<file path="config.mk">
export PLATFORM = sky130hd
export DESIGN_NAME = oscsrc_ctrl
export DESIGN_NICKNAME = d
export VERILOG_FILES = /design/src/design/oscsrc_pkg.sv /design/src/design/oscsrc_ctrl.sv
export SDC_FILE = /design/constraint.sdc
export NUM_CORES = 1
export LEC_CHECK = 0
export BUFFER_PORTS_ARGS = -buffer_cell sky130_fd_sc_hd__buf_2
export CAP_MARGIN = 20
export CELL_PAD_IN_SITES_DETAIL_PLACEMENT = 1
export CELL_PAD_IN_SITES_GLOBAL_PLACEMENT = 2
export CORE_ASPECT_RATIO = 1.75
export CORE_MARGIN = 5
export CORE_UTILIZATION = 33
export CTS_BUF_LIST = sky130_fd_sc_hd__clkbuf_8
export DETAILED_ROUTE_END_ITERATION = 7
export PLACE_DENSITY = 0.95
export SYNTH_ARGS = -nofsm -noshare
export SYNTH_HDL_FRONTEND = slang
export SYNTH_SLANG_ARGS = --single-unit
export TNS_END_PERCENT = 10
</file>
<file path="constraint.sdc">
create_clock -name clk -period 3.7 [get_ports clk]
set_input_delay 0 -clock clk [delete_from_list [all_inputs] [get_ports clk]]
set_output_delay 0 -clock clk [all_outputs]
set_load 0.005 [all_outputs]
</file>
<file path="src/design/oscsrc_pkg.sv">
// package: register map, field layout, reset values and types of the oscillator source control
package oscsrc_pkg;
  // register byte offsets
  localparam logic [7:0] EXT_OSC_CONTROL_OFS = 8'h00;
  localparam logic [7:0] CLOCK_SELECT_OFS = 8'h04;
  localparam logic [7:0] STATUS_OFS = 8'h08;
  // ext_osc_control_reg fields
  localparam int FREQ_RANGE_LSB = 0;
  localparam int MODE_LSB = 4;
  localparam int VALID_FLAG_BIT = 7;
  localparam int PERIPH_ROUTE_BIT = 8;
  // system_clock_select fields
  localparam int SELECT_LSB = 0;
  // status fields
  localparam int ACTIVE_SRC_LSB = 0;
  localparam int SWITCH_BUSY_BIT = 4;
  localparam int LP_OSC_ON_BIT = 5;
  // reset values
  localparam logic [2:0] FREQ_RANGE_RST = 3'h0;
  localparam logic [2:0] SELECT_RST = 3'h4;
  // stable edges the valid detector needs before reporting a running source
  localparam int VALID_EDGES = 16;

  typedef enum logic [2:0] {
    OSCSRC_MODE_OFF = 3'b000,
    OSCSRC_MODE_CMOS = 3'b010,
    OSCSRC_MODE_CMOS_DIV2 = 3'b011,
    OSCSRC_MODE_RC = 3'b100,
    OSCSRC_MODE_CAP = 3'b101,
    OSCSRC_MODE_XTAL = 3'b110,
    OSCSRC_MODE_XTAL_DIV2 = 3'b111
  } oscsrc_mode_e;

  // decoded source of the undivided system clock
  typedef enum logic [1:0] {
    OSCSRC_SRC_PREC = 2'b00,
    OSCSRC_SRC_EXT = 2'b01,
    OSCSRC_SRC_RSVD = 2'b10,
    OSCSRC_SRC_RTC = 2'b11
  } oscsrc_src_e;

  typedef struct packed {
    logic [2:0] freq_range;
    logic [2:0] mode;
    logic periph_route;
  } oscsrc_cfg_s;

  typedef struct packed {
    logic lp_osc_enable;
    logic ext_osc_enable;
    logic pin_one_analog;
    logic pin_two_analog;
    logic pin_two_digital_in;
  } oscsrc_pwr_s;
endpackage

</file>
<file path="src/design/oscsrc_ctrl.sv">
// oscillator source control: low-power oscillator gating, external drive and clock select
//
// Contract
// (RULE_01) reset selects the low-power internal oscillator as system clock.
// (RULE_02) low-power oscillator runs only while it is the selected source; the code keeps it on while select or active is 1xx.
// (RULE_03) external clock goes to the clock selector or to peripherals.
// (RULE_04) crystal plain or divide-by-two mode; divide-by-two gives 50% duty.
// (RULE_05) crystal frequency code chosen by crystal range, 000 to 111.
// (RULE_06) RC and C frequency code chosen by range, 000 to 111.
// (RULE_07) valid flag shows stabilised oscillator; software waits for it before selecting.
// (RULE_08) crystal start: both pins analog, enable, poll valid, then select.
// (RULE_09) RC start like crystal with pin two only; pin one untouched.
// (RULE_10) capacitor mode starts like RC mode, pin two analog only.
// (RULE_11) CMOS clock enters on pin two as digital input; pin one unused.
// (RULE_12) valid flag reads zero in CMOS clock mode.
// (RULE_13) select 000 precision, 001 external, 010 reserved, 011 rtc, 1xx low-power.
// (RULE_14) switchover completes after one period of the slower of both oscillators.
// (RULE_15) external valid indication synchronised before it is readable.
module oscsrc_ctrl #(
  parameter int VALID_EDGE_COUNT = oscsrc_pkg::VALID_EDGES
) (
  input wire logic clk, // 20 MHz bus clock
  input wire logic reset_n, // asynchronous reset, active low
  input wire logic psel, // apb select
  input wire logic penable, // apb access phase
  input wire logic pwrite, // apb direction, high for write
  input wire logic [7:0] paddr, // apb byte address
  input wire logic [31:0] pwdata, // apb write data
  output logic [31:0] prdata, // apb read data
  output logic pready, // apb ready
  output logic pslverr, // apb error for unmapped address
  input wire logic ext_osc_raw, // oscillator seen at pin two, asynchronous
  input wire logic rtc_osc_raw, // rtc oscillator, asynchronous
  output logic [2:0] ext_osc_freq_range, // bias code to the drive circuit
  output logic [2:0] ext_osc_mode, // drive circuit mode
  output oscsrc_pkg::oscsrc_pwr_s pwr, // oscillator enables and pin setup
  output logic [2:0] sys_src_active, // source code the selector now uses
  output logic sys_ext_clk, // external clock towards the system selector
  output logic periph_ext_clk // external clock towards timers and counter array
);
  // the edge counter is eight bits wide, and a single edge proves no stable oscillation
  if (VALID_EDGE_COUNT < 2 || VALID_EDGE_COUNT > 255) begin : g_bad_count
    $error("VALID_EDGE_COUNT out of range");
  end

  typedef struct packed {
    logic ext_s1;
    logic ext_s2;
    logic ext_s3;
    logic rtc_s1;
    logic rtc_s2;
    logic rtc_s3;
    oscsrc_pkg::oscsrc_cfg_s cfg;
    logic [2:0] select;
    logic [2:0] active;
    logic busy;
    logic seen_old;
    logic seen_new;
    logic [7:0] edge_cnt;
    logic valid;
    logic div_tog;
    logic ext_clk;
    logic periph_clk;
    oscsrc_pkg::oscsrc_pwr_s pwr;
    logic [31:0] prdata;
    logic pready;
    logic pslverr;
  } oscsrc_state_s;

  oscsrc_state_s st_r;
  oscsrc_state_s st_nxt;

  // one tick per period of the source; the internal ones run faster than the bus clock
  function automatic logic src_tick(input logic [2:0] sel, input logic ext_rise,
                                    input logic rtc_rise);
    logic t;
    t = 1'b1;
    if (sel[2] == 1'b0) begin
      unique case (oscsrc_pkg::oscsrc_src_e'(sel[1:0]))
        oscsrc_pkg::OSCSRC_SRC_PREC: t = 1'b1;
        oscsrc_pkg::OSCSRC_SRC_EXT: t = ext_rise;
        oscsrc_pkg::OSCSRC_SRC_RSVD: t = 1'b1;
        oscsrc_pkg::OSCSRC_SRC_RTC: t = rtc_rise;
      endcase
    end
    return t;
  endfunction

  logic ext_rise;
  logic rtc_rise;
  logic mode_cmos;
  logic mode_div2;
  logic mode_two_only;
  logic [31:0] ctrl_rd;
  logic [31:0] stat_rd;
  logic hit_ctrl;
  logic hit_sel;
  logic hit_stat;
  logic wr_done;
  logic ext_src;

  // edges are taken from the second and third stage, never the first
  assign ext_rise = st_r.ext_s2 & ~st_r.ext_s3; // RULE_15
  assign rtc_rise = st_r.rtc_s2 & ~st_r.rtc_s3;
  assign mode_cmos = st_r.cfg.mode[2:1] == 2'b01;
  assign mode_div2 = st_r.cfg.mode[1] & st_r.cfg.mode[0]; // cmos/2 and crystal/2
  assign mode_two_only = st_r.cfg.mode == oscsrc_pkg::OSCSRC_MODE_RC
    || st_r.cfg.mode == oscsrc_pkg::OSCSRC_MODE_CAP;
  assign hit_ctrl = paddr == oscsrc_pkg::EXT_OSC_CONTROL_OFS;
  assign hit_sel = paddr == oscsrc_pkg::CLOCK_SELECT_OFS;
  assign hit_stat = paddr == oscsrc_pkg::STATUS_OFS;
  assign wr_done = psel & penable & st_r.pready & pwrite;
  // pin two as seen, or halved so that both halves last one source period
  assign ext_src = (st_r.cfg.mode == oscsrc_pkg::OSCSRC_MODE_OFF) ? 1'b0 :
    mode_div2 ? st_r.div_tog : st_r.ext_s3; // RULE_04

  // register read images
  always_comb begin
    ctrl_rd = '0;
    ctrl_rd[oscsrc_pkg::FREQ_RANGE_LSB +: 3] = st_r.cfg.freq_range;
    ctrl_rd[oscsrc_pkg::MODE_LSB +: 3] = st_r.cfg.mode;
    ctrl_rd[oscsrc_pkg::VALID_FLAG_BIT] = st_r.valid & ~mode_cmos; // RULE_12
    ctrl_rd[oscsrc_pkg::PERIPH_ROUTE_BIT] = st_r.cfg.periph_route;
    stat_rd = '0;
    stat_rd[oscsrc_pkg::ACTIVE_SRC_LSB +: 3] = st_r.active;
    stat_rd[oscsrc_pkg::SWITCH_BUSY_BIT] = st_r.busy;
    stat_rd[oscsrc_pkg::LP_OSC_ON_BIT] = st_r.pwr.lp_osc_enable;
  end

  // next state of the whole block
  always_comb begin
    st_nxt = st_r;
    // two flip-flops before any logic looks at the pins
    st_nxt.ext_s1 = ext_osc_raw;
    st_nxt.ext_s2 = st_r.ext_s1;
    st_nxt.ext_s3 = st_r.ext_s2;
    st_nxt.rtc_s1 = rtc_osc_raw;
    st_nxt.rtc_s2 = st_r.rtc_s1;
    st_nxt.rtc_s3 = st_r.rtc_s2;

    // apb: one wait state, answer raised in the access phase
    st_nxt.pready = 1'b0;
    st_nxt.pslverr = 1'b0;
    if (psel & penable & ~st_r.pready) begin
      st_nxt.pready = 1'b1;
      st_nxt.pslverr = ~(hit_ctrl | hit_sel | hit_stat);
      st_nxt.prdata = '0;
      if (!pwrite) begin
        st_nxt.prdata = hit_ctrl ? ctrl_rd : hit_sel ? {29'h0, st_r.select} :
          hit_stat ? stat_rd : 32'h0;
      end
    end

    // software writes take effect at the completing edge
    if (wr_done & hit_ctrl) begin
      st_nxt.cfg.freq_range = pwdata[oscsrc_pkg::FREQ_RANGE_LSB +: 3]; // RULE_05 RULE_06
      st_nxt.cfg.mode = pwdata[oscsrc_pkg::MODE_LSB +: 3]; // RULE_04
      st_nxt.cfg.periph_route = pwdata[oscsrc_pkg::PERIPH_ROUTE_BIT]; // RULE_03
      if (pwdata[oscsrc_pkg::MODE_LSB +: 3] != st_r.cfg.mode) begin
        st_nxt.valid = 1'b0;
        st_nxt.edge_cnt = '0;
      end
    end
    if (wr_done & hit_sel) begin
      st_nxt.select = pwdata[oscsrc_pkg::SELECT_LSB +: 3];
    end

    // valid detector: counts synchronised edges while the drive runs
    if (st_r.cfg.mode == oscsrc_pkg::OSCSRC_MODE_OFF) begin
      st_nxt.valid = 1'b0;
      st_nxt.edge_cnt = '0;
    end else if (ext_rise && !st_r.valid && st_nxt.edge_cnt == st_r.edge_cnt) begin
      st_nxt.edge_cnt = st_r.edge_cnt + 8'h01;
      if (st_r.edge_cnt == 8'(VALID_EDGE_COUNT - 1)) begin
        st_nxt.valid = 1'b1; // RULE_07
      end
    end

    // divide-by-two toggles on every rising edge, so both halves last one period
    if (ext_rise) begin
      st_nxt.div_tog = ~st_r.div_tog; // RULE_04
    end
    // either the selector or the peripherals get the clock, never both
    st_nxt.ext_clk = ext_src & ~st_r.cfg.periph_route; // RULE_03
    st_nxt.periph_clk = ext_src & st_r.cfg.periph_route; // RULE_03

    // on-the-fly switch: wait for a period of both old and new source
    if (st_r.select != st_r.active && !st_r.busy) begin
      st_nxt.busy = 1'b1;
      st_nxt.seen_old = 1'b0;
      st_nxt.seen_new = 1'b0;
    end else if (st_r.busy) begin
      st_nxt.seen_old = st_r.seen_old | src_tick(st_r.active, ext_rise, rtc_rise);
      st_nxt.seen_new = st_r.seen_new | src_tick(st_r.select, ext_rise, rtc_rise);
      if (st_nxt.seen_old & st_nxt.seen_new) begin
        st_nxt.active = st_r.select; // RULE_14 RULE_13
        st_nxt.busy = 1'b0;
      end
    end

    // the low-power oscillator must already run while it is the target of a switch
    st_nxt.pwr.lp_osc_enable = st_nxt.active[2] | st_nxt.select[2]; // RULE_02 RULE_13
    st_nxt.pwr.ext_osc_enable = st_r.cfg.mode != oscsrc_pkg::OSCSRC_MODE_OFF;
    st_nxt.pwr.pin_one_analog = st_r.cfg.mode[2:1] == 2'b11; // RULE_08
    // rc and capacitor leave pin one alone; cmos drops it entirely
    st_nxt.pwr.pin_two_analog = mode_two_only | st_nxt.pwr.pin_one_analog; // RULE_09 RULE_10
    st_nxt.pwr.pin_two_digital_in = mode_cmos; // RULE_11
  end

  // the whole state in one register; reset loads constants only
  always_ff @(posedge clk or negedge reset_n) begin
    if (!reset_n) begin
      st_r <= '0;
      st_r.select <= oscsrc_pkg::SELECT_RST; // RULE_01
      st_r.active <= oscsrc_pkg::SELECT_RST; // RULE_01
      st_r.cfg.freq_range <= oscsrc_pkg::FREQ_RANGE_RST;
      st_r.pwr.lp_osc_enable <= 1'b1; // RULE_02
    end else begin
      st_r <= st_nxt;
    end
  end

  assign prdata = st_r.prdata;
  assign pready = st_r.pready;
  assign pslverr = st_r.pslverr;
  assign ext_osc_freq_range = st_r.cfg.freq_range;
  assign ext_osc_mode = st_r.cfg.mode;
  assign pwr = st_r.pwr;
  assign sys_src_active = st_r.active;
  assign sys_ext_clk = st_r.ext_clk;
  assign periph_ext_clk = st_r.periph_clk;
endmodule // oscsrc_ctrl

</file>
Yosys cells after proc, flatten, opt, wreduce, memory -nomap -nowiden
Index checks and enable logic that the tools add are counted.
{ "totals": {"inputBits": 47, "wordCells": 113, "ff_bits": 50, "output_inout_bits": 50} }
{ "classes": {"eq_ne": 16, "n_mux": 25, "addsub": 1, "n_reduce_logical": 15, "bitwise_logic": 27} }
{ "ops": {"columns": ["cell", "count"], "rows": [
  ["9-bit two-way mux", 6],
  ["6-bit two-way mux", 3],
  ["8-bit by 4-bit equality test with 1-bit output, second input constant", 2],
  ["1-bit bitwise AND", 13],
  ["2-bit equality test, second input constant", 5],
  ["1-bit two-way mux", 9],
  ["3-bit two-way mux", 3],
  ["8-bit by 1-bit adder with 8-bit output, second input constant", 1],
  ["8-bit by 3-bit equality test with 1-bit output, second input constant", 1],
  ["8-bit equality test", 1],
  ["8-bit logical NOT", 1],
  ["1-bit NOT", 8],
  ["2-bit by 1-bit equality test with 1-bit output, second input constant", 3],
  ["3-bit equality test, second input constant", 2],
  ["3-bit != test", 2],
  ["1-bit OR", 6],
  ["1-bit one-hot mux with 3 select lines", 2],
  ["2-bit logical NOT", 2],
  ["4-bit two-way mux", 1],
  ["2-bit OR reduction", 2],
  ["1-bit logical AND", 3],
  ["3-bit logical NOT", 1],
  ["3-bit AND reduction", 1],
  ["3-bit nonzero test", 1],
  ["4 further kinds", 5]
]} }

Logic depth before layout (Yosys ltp)
{ "logic_depth": {"depth_word": 12, "depth_mapped": 7, "mapped_depth_nobuf": 5} }

Least setup slack after synthesis
OpenSTA, ideal clock, no wires.
{ "synth_timing": {"kind": "register to register", "start": "reg st_r (netlist bit sys_src_active[1])", "end": "reg, netlist name pwr[4]", "required_time_ns": 3.618, "stages_incl_launch_ff": 6, "path_buffers": 0, "path_slack_ns": 2.004, "setup_time_ns": 0.082, "synth_period_minus_slack_ns": 1.696, "arrival_time_ns": 1.614, "path_cell_list": "dfrtp_1 nor3b_1 o41ai_2 a31oi_1 mux2_2 or2_1"} }
{ "synth_rtl": {"columns": ["element", "line", "source"], "rows": [
  ["start, declared", "oscsrc_ctrl.sv:70", "oscsrc_state_s st_r;"],
  ["start signal, assigned", "oscsrc_ctrl.sv:219", "st_r <= st_nxt;"]
]} }

==> results.sh <==
export IMPL_outcome="finished clean"
export IMPL_cts_buffer_depth=2
export IMPL_clock_sinks=49
export IMPL_remaining_drc_errors=0
export IMPL_synthMostInstantiatedCell="sky130_fd_sc_hd__buf_4"
export IMPL_setup_viol=0
export IMPL_h_tree_depth=2
export IMPL_finalSetupTns_ns=0
export IMPL_worst_path_max_fanout=6
export IMPL_achievable_frequency_ghz=0.490
export IMPL_place_inst=338
export IMPL_area_delta_synth_final_pct=11.2
export IMPL_postSynthRegisterBits=49
export IMPL_placed_area_sq_um=2650
export IMPL_cp_num_cells=5
export IMPL_drt_first_pass_iters=4
export IMPL_final_design_area_no_fill_sq_um=2890
export IMPL_drive_above_1_share_pct=33.3
export IMPL_clock_slew_at_the_register_clock_pins_of_the_worst_setup_and_hold_paths_ns=0.09
export IMPL_instances_no_fill=357
export IMPL_synth_ff_type="sky130_fd_sc_hd__dfrtp_1"
export IMPL_starting_density_of_the_core_pct=33.4
export IMPL_floorplan_die_width_microns=77.1
export IMPL_worst_r2r_cell_count=5
export IMPL_drv_max_cap_violation_count=0
export IMPL_place_ws_ns=1.68
export IMPL_top_level_ports=97
export IMPL_timing_critical_path_required_ns=3.93
export IMPL_period_share_pct=55.1
export IMPL_num_vias=1705
export IMPL_worst_path_buf_inv=0
export IMPL_transition_time_at_the_pin_with_the_least_slew_margin_ns=0.629
export IMPL_yosys_area_top_type_share_pct=44.2
export IMPL_clk_root_buffer_cell="sky130_fd_sc_hd__clkbuf_8"
export IMPL_syn_mean_instance_area_sq_um=11.3
export IMPL_number_of_standard_cell_rows_in_the_floorplan=43
export IMPL_overflow_after_grt=0
export IMPL_postSynth_asyncResetShare_pct=100
export IMPL_layout_core_utilization_pct=37.1
export IMPL_drt_first_iter_violations=50
export IMPL_numPortBuffers=47
export IMPL_dieArea_sq_um=9830
export IMPL_wirelength_microns=5530
export IMPL_synth_commonest_cells="47 x sky130_fd_sc_hd__buf_4, 46 x sky130_fd_sc_hd__dfrtp_1, 15 x sky130_fd_sc_hd__nand2_1, 13 x sky130_fd_sc_hd__mux2_2"
export IMPL_critPathKind="reg2reg"
export IMPL_synth_area_leaders="sky130_fd_sc_hd__dfrtp_1 44%, sky130_fd_sc_hd__buf_4 14%, sky130_fd_sc_hd__mux2_2 5.6%"
export IMPL_insertion_delay_to_the_later_sink_of_the_worst_skew_pair_ns=0.29
export IMPL_leakage_nw=1.42
export IMPL_rsz0062_at_grt="false"
export IMPL_grt_first_pass_wirelength_microns=9390
export IMPL_grt_pass1_vias=1968
export IMPL_grt_antenna_before_repair=0
export IMPL_crit_path_cell_trace="nor3b_1 > o41ai_2 > a31oi_1 > mux2_2 > or2_1"
export IMPL_nFillCells=866
export IMPL_fin_nets=314
export IMPL_synth_cell_types=51
export IMPL_core_area_sq_um=7800
export IMPL_number_of_buffers_added_by_the_clock_tree_synthesis_step=5
export IMPL_clock_skew_ns=0.00371
export IMPL_routabilityCongestion=0.811
export IMPL_post_synth_top_area_cell="sky130_fd_sc_hd__dfrtp_1"
export IMPL_grt_start_max_net_pins=50
export IMPL_critical_path_max_stage_delay_ns=0.48
export IMPL_synth_edff_count=0
export IMPL_post_cts_buffers=0
export IMPL_routedWlPerCell_microns=15.5
export IMPL_power_density_cell_area_nw_per_um2=371
export IMPL_worstHoldPathCells=3
export IMPL_yosysSeqAreaShare_pct=47.3
export IMPL_final_critical_path_setup_slack_ns=1.66
export IMPL_critical_path_startpoint_type="register"
export IMPL_critical_path_top_delay_family="simple AND/OR/NAND/NOR gates"
export IMPL_post_synth_instance_area_sq_um=2600
export IMPL_die_height_microns=127
export IMPL_drt_antenna_violating_nets=0
export IMPL_cp_slowest_cell="sky130_fd_sc_hd__dfrtp_1"
export IMPL_setup_worst_path_end_class="register"
export IMPL_ys_warn_count=0
export IMPL_irDropWorstVdd_mv=0.167
export IMPL_num_antenna_cells=0
export IMPL_gr_util_all_layers_pct=11.7
export IMPL_tritoncts="done"
export IMPL_slew_viol_final=0
export IMPL_via_per_inst=4.78
export IMPL_syn_inst=231
export IMPL_finalCriticalPeriod_ns=2.04
export IMPL_worst_slew_margin_rel_pct=57.9
export IMPL_hpwl_dp_microns=4250
export IMPL_cp_data_arrival_time_ns=2.27
export IMPL_holdCritPathClass="in2reg"
export IMPL_hold_violations=0
-- metal layers --
metal  vias to the layer above  GRT usage [%]  part of all wire [%]
met5                         -              0                     0
met4                         0           4.66                   2.4
met3                        10           2.89                   5.4
met2                        58           22.2                    55
met1                       840           12.0                    37
li1                        797              -                     -
-- through the flow --
| stage | total power [W] | hold WS [ns] |
|---|---|---|
| finish | 0.00107 | 0.0503 |
| global route | 0.00113 | 0.0618 |
| CTS | 0.00109 | 0.0437 |
| detailed placement | 0.000679 | 0.112 |
| global placement | 0.000675 | 0.111 |
| floorplan | 0.000659 | -0.296 |
-- where the power goes --
part	internal, W	leakage, nW	switching (W)	total (W)
Clock	0.000220	0.0574	0.000175	0.000394
Combinational	0.0000452	0.708	0.0000568	0.000102
Sequential	0.000560	0.651	0.0000166	0.000577
-- layout by cell type, fill, tap and decap left out, drive strengths merged, types with 4 or more instances in the layout --
master	synthesis	layout
dfrtp	46	46
nand2	15	15
a21oi	7	7
nand3	5	5
nor2	7	7
mux2i	8	8
nor4	5	5
xor2	4	4
buf	51	49
nor2b	6	6
a22o	4	4
nor3	7	7
mux2	13	13
xnor2	8	8
dlygate4sd3	0	10
clkbuf	3	6
conb	1	24
-- what timing repair did --
action	CTS	global route
gates resized for setup	0	0
endpoints found under the hold margin	58	0
setup endpoints to repair	0	0
hold buffers	10	0
-- cell type report --
| class | count | area, sq um | share of cell area, % |
|---|---|---|---|
| clock inverters | 2 | 37.5 | 1.30 |
| inverters | 3 | 11.3 | 0.389 |
| repair buffers | 59 | 363 | 12.5 |
| well taps | 90 | 113 | 3.89 |
| multi-input cells | 148 | 1060 | 36.5 |
| clock buffers | 6 | 82.6 | 2.85 |
| flip-flops and latches | 49 | 1230 | 42.5 |
-- cell families (layout without fill, tap and decap cells) --
| logic type | Yosys count | count (layout) | share of synthesized area [%] |
|---|---|---|---|
| AOI/OAI and AO/OA | 26 | 26 | 9.04 |
| xor gates and xnor gates | 12 | 12 | 4.04 |
| adders and majority gates | 1 | 1 | 0.481 |
| buffers and inverters | 57 | 70 | 15.4 |
| DFF | 49 | 49 | 47.3 |
| muxes | 21 | 21 | 8.70 |
| other | 1 | 24 | 0.144 |
| and+or+nand+nor | 64 | 64 | 14.9 |
-- sequential cells by signal, indices dropped and copies added (netlist names) --
name and flops:
periph_ext_clk 1, ext_osc_freq_range 3, st_r 18, pready 1, ctrl_rd 1, prdata 8, st_nxt 4, sys_ext_clk 1
ext_osc_mode 3, sys_src_active 3, pwr 5, pslverr 1
-- worst paths after layout --
| path | slack, ns | to | startpoint |
|---|---|---|---|
| setup / recovery | 1.66 | pwr[4] | sys_src_active[1] |
| hold / removal | 0.05 | pslverr | paddr[3] |
| setup reg to reg | 1.66 | pwr[4] | sys_src_active[1] |
| hold reg to reg | 0.36 | st_nxt[67] | st_nxt[68] |
| max in group asynchronous | 2.89 | st_r[59] | reset_n |
| min in group asynchronous | 0.21 | ext_osc_mode[2] | reset_n |
-- worst register-to-register path, delay by kind of cell, from the launching register on --
| kind | cells | cell delay [ns] |
|---|---|---|
| mux | 1 | 0.41 |
| simple gates | 2 | 0.55 |
| compound gates | 2 | 0.54 |
| flops | 1 | 0.48 |
Note: power is estimated with default switching activity, not from simulation.
